$ cat src/pkg/dram_cmd_defs.svh
// Purpose: constants for the bank command link
// Assumes: 10 MHz core clock
// Notes: timing counts derived from printed times
`ifndef DRAM_CMD_DEFS_SVH
`define DRAM_CMD_DEFS_SVH
`define CLK_PERIOD_NS 100
`define PRECHARGE_TIME_PS 13750
`define PRECHARGE_CYC \
    (((`PRECHARGE_TIME_PS) + (`CLK_PERIOD_NS * 1000) - 1) / \
     (`CLK_PERIOD_NS * 1000))
`define NUM_BANKS 8
`define BANK_W 3
`define ROW_W 15
`define COL_W 10
`define CCD_CHOP 4
`define CCD_EIGHT 4
`define MR2_ASR_BIT 6
`define MR2_SRT_BIT 7
`define MR0_BL_LSB 0
`define BL_FIXED_EIGHT 2'h0
`define BL_ON_FLY 2'h1
`define BL_FIXED_CHOP 2'h2
`define BURST_SEL_BIT 12
`define AUTO_PRE_BIT 10
`define SR_RATE_NORMAL 2'h0
`define SR_RATE_EXTENDED 2'h1
`define SR_RATE_AUTO 2'h2
`endif

$ cat src/pkg/dram_cmd_pkg.sv
// Purpose: shared types for the bank command link
// Assumes: nothing
// Notes: command codes are abstract, not pin encodings
package dram_cmd_pkg;
    typedef enum logic [2:0] {
        CMD_NOP,
        CMD_ACTIVE,
        CMD_PRECHARGE,
        CMD_READ,
        CMD_WRITE,
        CMD_MRS
    } cmd_e;
    typedef enum logic [1:0] {
        BANK_IDLE,
        BANK_OPEN,
        BANK_PRECHARGING
    } bank_state_e;
endpackage

$ cat src/pkg/dram_cmd_if.sv
// Purpose: command link between controller and device
// Assumes: single clock, commands one cycle long
// Notes: modports ctrl and dev
`timescale 1ns/1ps
interface dram_cmd_if;
    dram_cmd_pkg::cmd_e cmd;
    logic [2:0] bank_select_inputs;
    logic [14:0] row_address_inputs;
    logic all_banks;
    logic [1:0] mr_sel;
    logic cmd_err;
    logic [1:0] burst_beats_q;
    logic burst_busy;
    modport ctrl (
        output cmd,
        output bank_select_inputs,
        output row_address_inputs,
        output all_banks,
        output mr_sel,
        input cmd_err,
        input burst_beats_q,
        input burst_busy
    );
    modport dev (
        input cmd,
        input bank_select_inputs,
        input row_address_inputs,
        input all_banks,
        input mr_sel,
        output cmd_err,
        output burst_beats_q,
        output burst_busy
    );
endinterface

$ cat src/rtl/dram_bank_dev.sv
// Purpose: device end: mode bits, per-bank state, burst select
// Assumes: controller keeps its own ordering duties
// Notes: burst_beats_q 0 = none, 1 = chop four, 2 = eight
//
// Functional notes
// RULE1: auto self-refresh needs auto=1, range=0
// RULE2: auto mode lets device manage self-refresh
// RULE3: controller keeps auto bit 0 if unsupported; here the controller forwards it and the device masks it with ASR_SUPPORT
// RULE4: without auto, controller sets range bit
// RULE5: range 0 selects normal refresh rate
// RULE6: range 1 selects extended refresh rate
// RULE7: range bit only with extended support
// RULE8: auto and range both set is illegal
// RULE9: active takes bank and row inputs
// RULE10: row stays open until precharged
// RULE11: precharge before opening another row
// RULE12: precharge closes one bank or all
// RULE13: no activation before precharge time
// RULE14: other-bank access allowed during auto precharge
// RULE15: idle bank needs activation before access
// RULE16: repeat precharge restarts precharge timer
// RULE17: select bit 0 chop four, 1 eight
// RULE18: select bit is burst control only
// RULE19: eight beats when field eight or on-fly
// RULE20: state tracked separately per bank
//
// The implementer's own choices: the strobed register port and the address map.
`timescale 1ns/1ps
`include "dram_cmd_defs.svh"
module dram_bank_dev #(
    parameter bit EXT_TEMP_SUPPORT = 1'b1,
    parameter bit ASR_SUPPORT = 1'b1
) (
    input wire logic core_clk,
    input wire logic nrst,
    dram_cmd_if.dev link,
    output logic [1:0] sr_rate_q,
    output logic [14:0] open_row_q,
    output logic [7:0] bank_open_q
);
    localparam logic [3:0] PRE_CYC = 4'(`PRECHARGE_CYC);
    localparam logic [2:0] CCD_CHOP = 3'(`CCD_CHOP);

    // ========================================
    // mode registers
    logic [14:0] mr0_q, mr0_d, mr2_q, mr2_d;
    logic [1:0] rate_d;
    logic asr_bit, srt_bit;
    always_comb begin
        mr0_d = mr0_q;
        mr2_d = mr2_q;
        if (link.cmd == dram_cmd_pkg::CMD_MRS) begin
            if (link.mr_sel == 2'h0) begin
                mr0_d = link.row_address_inputs;
            end else if (link.mr_sel == 2'h2) begin
                mr2_d = link.row_address_inputs;
            end
        end
        asr_bit = mr2_q[`MR2_ASR_BIT] & ASR_SUPPORT;
        srt_bit = mr2_q[`MR2_SRT_BIT];
        rate_d = `SR_RATE_NORMAL; // RULE5
        if (asr_bit && !srt_bit) begin
            rate_d = `SR_RATE_AUTO; // RULE1 RULE2
        end else if (!asr_bit && srt_bit && EXT_TEMP_SUPPORT) begin
            rate_d = `SR_RATE_EXTENDED; // RULE6 RULE7
        end
    end

    // ========================================
    // per-bank state
    dram_cmd_pkg::bank_state_e st_q [`NUM_BANKS];
    dram_cmd_pkg::bank_state_e st_d [`NUM_BANKS];
    logic [3:0] tmr_q [`NUM_BANKS];
    logic [3:0] tmr_d [`NUM_BANKS];
    logic [14:0] row_q [`NUM_BANKS];
    logic [14:0] row_d [`NUM_BANKS];
    logic [7:0] hit;
    logic err_d;
    logic [2:0] ccd_q, ccd_d;
    logic [1:0] beats_d;
    logic is_rw;

    genvar gi;
    generate
        for (gi = 0; gi < `NUM_BANKS; gi++) begin : g_bank
            assign hit[gi] = (link.bank_select_inputs == 3'(gi)); // RULE9
            always_comb begin
                st_d[gi] = st_q[gi];
                tmr_d[gi] = tmr_q[gi];
                row_d[gi] = row_q[gi];
                if (st_q[gi] == dram_cmd_pkg::BANK_PRECHARGING) begin
                    if (tmr_q[gi] <= 4'h1) begin
                        st_d[gi] = dram_cmd_pkg::BANK_IDLE; // RULE13
                        tmr_d[gi] = 4'h0;
                    end else begin
                        tmr_d[gi] = tmr_q[gi] - 4'h1;
                    end
                end
                if (link.cmd == dram_cmd_pkg::CMD_ACTIVE && hit[gi] &&
                    st_q[gi] == dram_cmd_pkg::BANK_IDLE) begin
                    st_d[gi] = dram_cmd_pkg::BANK_OPEN; // RULE9 RULE10
                    row_d[gi] = link.row_address_inputs;
                end
                if (link.cmd == dram_cmd_pkg::CMD_PRECHARGE &&
                    (hit[gi] || link.all_banks)) begin
                    // idle or precharging bank accepted, timer restarts
                    st_d[gi] = dram_cmd_pkg::BANK_PRECHARGING; // RULE12 RULE16
                    tmr_d[gi] = PRE_CYC;
                end
            end
            always_ff @(posedge core_clk or negedge nrst) begin
                if (!nrst) begin
                    st_q[gi] <= dram_cmd_pkg::BANK_IDLE;
                    tmr_q[gi] <= 4'h0;
                    row_q[gi] <= 15'h0000;
                end else begin
                    st_q[gi] <= st_d[gi]; // RULE20
                    tmr_q[gi] <= tmr_d[gi];
                    row_q[gi] <= row_d[gi];
                end
            end
        end
    endgenerate

    // ========================================
    // command checks and burst length
    logic [7:0] open_d;
    always_comb begin
        is_rw = (link.cmd == dram_cmd_pkg::CMD_READ) ||
                (link.cmd == dram_cmd_pkg::CMD_WRITE);
        err_d = 1'b0;
        beats_d = 2'h0;
        ccd_d = (ccd_q != 3'h0) ? ccd_q - 3'h1 : 3'h0;
        for (int i = 0; i < `NUM_BANKS; i++) begin
            open_d[i] = (st_d[i] == dram_cmd_pkg::BANK_OPEN);
        end
        if (link.cmd == dram_cmd_pkg::CMD_ACTIVE &&
            st_q[link.bank_select_inputs] != dram_cmd_pkg::BANK_IDLE) begin
            err_d = 1'b1; // RULE11 RULE13
        end
        if (is_rw) begin
            // only the addressed bank matters; others may precharge
            if (st_q[link.bank_select_inputs] != dram_cmd_pkg::BANK_OPEN ||
                ccd_q != 3'h0) begin
                err_d = 1'b1; // RULE14 RULE15
            end else begin
                // select bit never reaches the column path
                unique case (mr0_q[1:0])
                    `BL_FIXED_EIGHT: beats_d = 2'h2; // RULE19
                    `BL_ON_FLY: beats_d = link.row_address_inputs[
                        `BURST_SEL_BIT] ? 2'h2 : 2'h1; // RULE17 RULE18
                    `BL_FIXED_CHOP: beats_d = 2'h1;
                    default: beats_d = 2'h2;
                endcase
                ccd_d = CCD_CHOP; // RULE17
            end
        end
    end

    always_ff @(posedge core_clk or negedge nrst) begin
        if (!nrst) begin
            mr0_q <= 15'h0000;
            mr2_q <= 15'h0000;
            sr_rate_q <= `SR_RATE_NORMAL;
            link.cmd_err <= 1'b0;
            link.burst_beats_q <= 2'h0;
            link.burst_busy <= 1'b0;
            ccd_q <= 3'h0;
            open_row_q <= 15'h0000;
            bank_open_q <= 8'h00;
        end else begin
            mr0_q <= mr0_d;
            mr2_q <= mr2_d;
            sr_rate_q <= rate_d;
            link.cmd_err <= err_d;
            link.burst_beats_q <= beats_d;
            link.burst_busy <= (ccd_d != 3'h0);
            ccd_q <= ccd_d;
            open_row_q <= row_d[link.bank_select_inputs];
            bank_open_q <= open_d;
        end
    end
endmodule

$ cat src/flat_wrapper.sv
// flat-port wrapper written by rule: the top's interface ports become plain ports
module dram_bank_dev_flat 
#(
    parameter bit EXT_TEMP_SUPPORT = 1'b1,
    parameter bit ASR_SUPPORT = 1'b1
)
  (core_clk, nrst, sr_rate_q, open_row_q, bank_open_q, link_cmd, link_bank_select_inputs, link_row_address_inputs, link_all_banks, link_mr_sel, link_cmd_err, link_burst_beats_q, link_burst_busy);
  dram_cmd_if link_i ();
  input wire logic core_clk;
  input wire logic nrst;
  output logic [1:0] sr_rate_q;
  output logic [14:0] open_row_q;
  output logic [7:0] bank_open_q;
  input wire logic [$bits(link_i.cmd)-1:0] link_cmd;
  input wire logic [$bits(link_i.bank_select_inputs)-1:0] link_bank_select_inputs;
  input wire logic [$bits(link_i.row_address_inputs)-1:0] link_row_address_inputs;
  input wire logic [$bits(link_i.all_banks)-1:0] link_all_banks;
  input wire logic [$bits(link_i.mr_sel)-1:0] link_mr_sel;
  output wire logic [$bits(link_i.cmd_err)-1:0] link_cmd_err;
  output wire logic [$bits(link_i.burst_beats_q)-1:0] link_burst_beats_q;
  output wire logic [$bits(link_i.burst_busy)-1:0] link_burst_busy;
  assign link_i.cmd = link_cmd;
  assign link_i.bank_select_inputs = link_bank_select_inputs;
  assign link_i.row_address_inputs = link_row_address_inputs;
  assign link_i.all_banks = link_all_banks;
  assign link_i.mr_sel = link_mr_sel;
  assign link_cmd_err = link_i.cmd_err;
  assign link_burst_beats_q = link_i.burst_beats_q;
  assign link_burst_busy = link_i.burst_busy;
  dram_bank_dev #(.EXT_TEMP_SUPPORT(EXT_TEMP_SUPPORT), .ASR_SUPPORT(ASR_SUPPORT)) u_core (.core_clk(core_clk), .nrst(nrst), .link(link_i), .sr_rate_q(sr_rate_q), .open_row_q(open_row_q), .bank_open_q(bank_open_q));
endmodule
$ cat config.mk
export PLATFORM = sky130hd
export DESIGN_NAME = dram_bank_dev_flat
export DESIGN_NICKNAME = d
export VERILOG_FILES = /design/src/pkg/dram_cmd_pkg.sv /design/src/pkg/dram_cmd_if.sv /design/src/rtl/dram_bank_dev.sv /design/src/flat_wrapper.sv
export VERILOG_INCLUDE_DIRS = /design/src /design/src/pkg
export SDC_FILE = /design/constraint.sdc
export NUM_CORES = 1
export LEC_CHECK = 0
export BUFFER_PORTS_ARGS = -buffer_cell sky130_fd_sc_hd__buf_2
export CAP_MARGIN = 30
export CORE_ASPECT_RATIO = 1.5
export CORE_UTILIZATION = 45
export CTS_CLUSTER_DIAMETER = 60
export DETAILED_ROUTE_END_ITERATION = 8
export GPL_TIMING_DRIVEN = 0
export PLACE_DENSITY_LB_ADDON = 0.12
export SLEW_MARGIN = 40
export SYNTH_ARGS = -nofsm -noshare
export SYNTH_HDL_FRONTEND = slang
export SYNTH_SLANG_ARGS = --single-unit
$ cat constraint.sdc
create_clock -name core_clk -period 2.5 [get_ports core_clk]
set_input_delay 0.5 -clock core_clk [delete_from_list [all_inputs] [get_ports core_clk]]
set_output_delay 0.5 -clock core_clk [all_outputs]
set_load 0.01 [all_outputs]
# ---- After elaboration in Yosys (flattened, before gate mapping)
# Index checks and enable logic that the tools add are counted.
dict set report classes {
  addsub 9
  n_mul 0
  div 0
  magnitude_cmp 9
  n_eq_ne 32
  shift 0
  n_mux 82
  n_bitwise 2
  reduce_logical 62
}
# cell n
set ops {}
lappend ops {{$mux W15} 10}
lappend ops {{$mux W4} 24}
lappend ops {{$mux W2} 38}
lappend ops {{$bmux W15 S3} 1}
lappend ops {{$le A4 B1 Y1 const B} 8}
lappend ops {{$sub A4 B1 Y4 const B} 8}
lappend ops {{$logic_and A1 B1 Y1} 27}
lappend ops {{$eq A2 B2 Y1 const B} 10}
lappend ops {{$eq A2 B1 Y1 const B} 9}
lappend ops {{$eq A3 B3 Y1 const B} 6}
lappend ops {{$logic_not A2 Y1} 9}
lappend ops {{$reduce_bool A2 Y1} 9}
lappend ops {{$eq A3 B2 Y1 const B} 4}
lappend ops {{$logic_or A1 B1 Y1} 10}
lappend ops {{$mux W3} 3}
lappend ops {{$bmux W2 S3} 1}
lappend ops {{$eq A3 B1 Y1 const B} 2}
lappend ops {{$reduce_bool A3 Y1} 2}
lappend ops {{$ge A4 B4 Y1 const B} 1}
lappend ops {{$mux W1} 4}
lappend ops {{$not A3 Y4} 1}
lappend ops {{$pmux W2 S2} 1}
lappend ops {{$logic_not A3 Y1} 1}
lappend ops {{$reduce_and A3 Y1} 1}
lappend ops {{other kinds (5)} 6}
dict set report totals {
  reg_bits 210
  latchBits 0
  ramBits 0
  rom_bits 0
  inputBits 26
  output_inout_bits 29
  word_cells 229
  mem_count 0
}

# ---- Logic depth before layout (Yosys ltp)
dict set report depth {
  ltp_word 9
  depth_mapped 8
  mapped_depth_nobuf 7
}

# ---- Least setup slack after synthesis
# Ideal clock, no wire load.
dict set report synth_timing {
  path_kind {in2reg}
  from {input port link_cmd[2]}
  to {register u_core.open_row_q[5]}
  setup_time_ps 137
  t_arrival_ps 2023
  t_required_ps 2363
  slack_ps 340
  stages 8
  n_path_buf 3
  cell_sequence {buf_6 -> and4bb_2 -> buf_2 -> nand2_2 -> buf_4 -> mux2_4 -> a2111oi_2 -> a2bb2oi_1}
}
# item line
set synth_lines {}
lappend synth_lines {{start: declaration} flat_wrapper.sv:14} ;# input wire logic [$bits(link_i.cmd)-1:0] link_cmd;
lappend synth_lines {{end signal: assignment} dram_bank_dev.sv:179} ;# open_row_q <= row_d[link.bank_select_inputs];
lappend synth_lines {{end: declaration} dram_bank_dev.sv:38} ;# output logic [14:0] open_row_q,

# ---- Worst setup path in the final report
dict set report layout_timing {
  from {register u_core.st_q[9] in the netlist's numbering}
  to {register u_core.open_row_q[4]}
}
dict set report layout_between {
  elab_chain_cells 6
}
# item line
set layout_rtl {}
lappend layout_rtl {{start: declaration} dram_bank_dev.sv:71} ;# dram_cmd_pkg::bank_state_e st_q [`NUM_BANKS];
lappend layout_rtl {{start signal: indexed assignment} dram_bank_dev.sv:113} ;# st_q[gi] <= dram_cmd_pkg::BANK_IDLE;
lappend layout_rtl {{start signal: indexed assignment} dram_bank_dev.sv:117} ;# st_q[gi] <= st_d[gi];
lappend layout_rtl {{$logic_not A2 Y1} dram_bank_dev.sv:100} ;# st_q[gi] == dram_cmd_pkg::BANK_IDLE) begin
lappend layout_rtl {{$logic_and A1 B1 Y1} dram_bank_dev.sv:99} ;# if (link.cmd == dram_cmd_pkg::CMD_ACTIVE && hit[gi] &&
lappend layout_rtl {{$mux W15} dram_bank_dev.sv:99}
lappend layout_rtl {{$bmux W15 S3} dram_bank_dev.sv:179}
lappend layout_rtl {{$mux W15 (not written as such) (2 in series)} dram_bank_dev.sv:179}
# No other way between the ends. The select of a mux whose other input is x is not followed.
# A chain may end at the register's enable or synchronous reset.

==> run metrics <==
Fin. Hold Viols=0; CTS root buf=clkbuf_16; Routed Antenna Nets=0; final net count=1143; nature of the critical path endpoint=flip-flop; Area Growth Syn to Fin=14.9%; CP peak stage delay=between 0.5 and 0.6 ns; metal3 WL=1.44 mm; worst clock skew=0.0107 ns; Filler Cell Count=2137; share of cells above drive strength 1=21.3%; Lkg Pwr=0.00585 uW; synthesized area=around 11000 um2; placement row count=68; reg-to-reg critical path endpoint=u_core.open_row_q[4]; most frequent cells in the layout=dfrtp_1 (204), o21ai_0 (85), mux2_2 (77); Max IR drop VDD=0.558 mV; GPL Wtd Cong=0.885; CP Launch Type=flip-flop; Cells after Synth=1017; setup TNS=0 ns; Ant. Diodes=0; Hold Crit Depth=3; met2 WL post-DR=16.0 mm; Post-CTS Setup Inserts=0; crit path DAT=2.78 ns; first-pass GRT wire length=48.9 mm; die area=approximately 24000 um2; fin crit share=a little over nine tenths; hold path endpoint=u_core.row_q[98]; sequential-to-total area share from yosys stat=48.4%; largest net degree at the start of global routing=72; Max Buffers Root-to-Sink=3; synth warn=0; GRT Overall Usage=26.7%; detailed-router iteration count before antenna repair=5; R2R Path Start=u_core.st_q[9]; clock sink count=slightly above 200; Starting DRT DRC Count=520; Worst Hold Class=in -> reg; CP max stage cell=and4bb_1; Final Slew Violations=0; stages on the worst setup path=6; asr flop ratio synth=100%; I/O pin cnt=55; status=finished, final reports clean; CTS tree=built; Tmin final=2.42 ns; hold_ws=0.260 ns; CTS clk-pin slew, worst paths=0.06 ns; DRC=0; reg2reg path depth=6; WL final=around 31 mm; RSZ-0062 raised after global routing=no; Fmax=approximately 410 MHz; #FFs+latches synth=204; synth unique cells=73; chip height=between 150 and 200 um; die width=127 um; critical path's top delay family=simple AND/OR/NAND/NOR gates; CP Buf/Inv Count=1; main flop type after synthesis=dfrtp_1; Slew @ Worst Pin=0.715 ns; IO Port Bufs=54; vias per cell=5.90; most common cell after layout, fill and taps aside=dfrtp_1; kind of critical path=reg -> reg; syn_nets=1061; flop-to-flop setup slack=0.08 ns; power density over the cells=916 nW/um2; worst skew pair latency=approximately 0.52 ns; GRT overflow=0; highest metal used=met4; HP Start=link_row_address_inputs[8]; vias in the first global route=around 8500; Synth Area per Inst=around 10 um2; met1 wire length=12.4 mm; WL per Instance=22.0 um; critical path cell sequence=and4bb_1 > nand2_1 > buf_2 > a211oi_1 > o32a_1 > a22oi_1; crit-path max FO=10; via count=8432; relative slew slack=between 50% and 60%; initial antenna violation count=0; EDFF count, synth=0; final setup violation count=0; Placeable Area=23100 um2; dpl hpwl=approximately 23 mm; initial core utilization=between 40% and 50%; Worst Path Required=2.86 ns; max_cap viols=0; H-tree depth=1; number of CTS-inserted buffers=22
-- Yosys cell counts, types with 7 or more instances --
| master | number | area share, % |
|---|---|---|
| dfrtp_1 | 204 | 48 |
| nand2_1 | 69 | 2.5 |
| buf_2 | 12 | 0.57 |
| nand3_1 | 57 | 2.7 |
| mux4_2 | 9 | 1.9 |
| nor2b_1 | 12 | 0.71 |
| clkbuf_1 | 43 | 1.5 |
| mux2_2 | 77 | 8.2 |
| nand2b_1 | 7 | 0.41 |
| o211ai_1 | 7 | 0.50 |
| o41ai_1 | 13 | 1.1 |
| a21o_1 | 7 | 0.50 |
| a211o_1 | 12 | 1.0 |
| inv_1 | 41 | 1.5 |
| a21oi_1 | 76 | 3.6 |
| and3_1 | 12 | 0.71 |
| nor2_1 | 56 | 2.0 |
| mux2i_1 | 43 | 4.1 |
| ha_1 | 18 | 2.1 |
| a211oi_1 | 7 | 0.50 |
| o21ai_0 | 85 | 4.0 |
| nor3_1 | 25 | 1.2 |
-- report_power, final --
| part | switching (uW) | internal [uW] | leakage [uW] | total [uW] |
|---|---|---|---|---|
| logic | 1640 | 1230 | 0.00278 | 2880 |
| clock network | 1380 | 2110 | 0.000380 | 3500 |
| registers | 610 | 4130 | 0.00269 | 4740 |
-- worst reg2reg max path, stage by stage (launching register included) --
cell	delay, ns
dfrtp_1	0.48
and4bb_1	0.51
nand2_1	0.32
buf_2	0.34
a211oi_1	0.30
o32a_1	0.20
a22oi_1	0.11
-- stage by stage --
stage | instances | power [uW] | utilization (%) | setup WS, ns | instance area, um2
2_1_floorplan | 1017 | 6650 | - | 0.340 | 10600
3_3_place_gp | 1386 | 7540 | 48.7 | -2.69 | 11200
3_5_place_dp | 1389 | 7630 | 49.0 | -0.578 | 11300
4_1_cts | 1430 | 11100 | 52.5 | 0.0225 | 12100
5_1_grt | 1430 | 11700 | 52.6 | 0.0156 | 12100
6_report | 1430 | 11100 | 52.6 | 0.0774 | 12100
-- cell type report --
class                   count  area [um2]  share of cell area, %
flip-flops and latches    204        5100                   42.1
repair buffers             58         365                   3.01
plain buffers              67         313                   2.58
multi-input cells         704        5030                   41.5
clock inverters             8         119                  0.980
inverters                  42         158                   1.30
clock buffers              32         649                   5.35
well taps                 315         394                   3.25
-- logic make-up (layout without fill, tap and decap cells) --
logic type	Yosys count	after routing	synth area share, %
DFF	204	204	48.4
buffers and inverters	109	207	4.44
adders and majority gates	18	18	2.13
AOI/OAI and AO/OA	254	254	15.1
muxes	132	132	14.7
and+or+nand+nor	300	300	15.2
-- flip-flops by register name, summed over array words and instances, names as in the netlist --
name,cells
u_core.bank_open_q,8
u_core.tmr_q,32
u_core.row_q,120
u_core.link.burst_busy,1
u_core.sr_rate_q,2
u_core.link.cmd_err,1
u_core.ccd_q,3
u_core.st_q,16
u_core.mr0_q,2
u_core.open_row_q,15
u_core.link.burst_beats_q,2
u_core.mr2_q,2
-- metal layers --
| metal | up-vias | GRT usage [%] |
|---|---|---|
| met4 | 0 | 13.6 |
| met1 | 4210 | 32.0 |
| met3 | 95 | 3.23 |
| met5 | - | 0 |
| li1 | 3857 | - |
| met2 | 270 | 47.1 |
-- what timing repair did --
| item | CTS | global route |
|---|---|---|
| hold buffers | 1 | 0 |
| resized for setup | 7 | 5 |
| endpoints found under the hold margin | 26 | 0 |
| setup endpoints to repair | 5 | 5 |
-- worst max path at each step --
stage,startpoint,end,slack [ns]
detailed placement,link_bank_select_inputs[2],u_core.open_row_q[7],-0.58
global route,u_core.st_q[7],u_core.open_row_q[9],0.02
finish,u_core.st_q[9],u_core.open_row_q[4],0.08
floorplan,link_cmd[2],u_core.open_row_q[5],0.34
CTS,u_core.st_q[13],u_core.open_row_q[0],0.02
global placement,nrst,u_core.tmr_q[23],-2.69
Power figures use the tool's default switching activity.
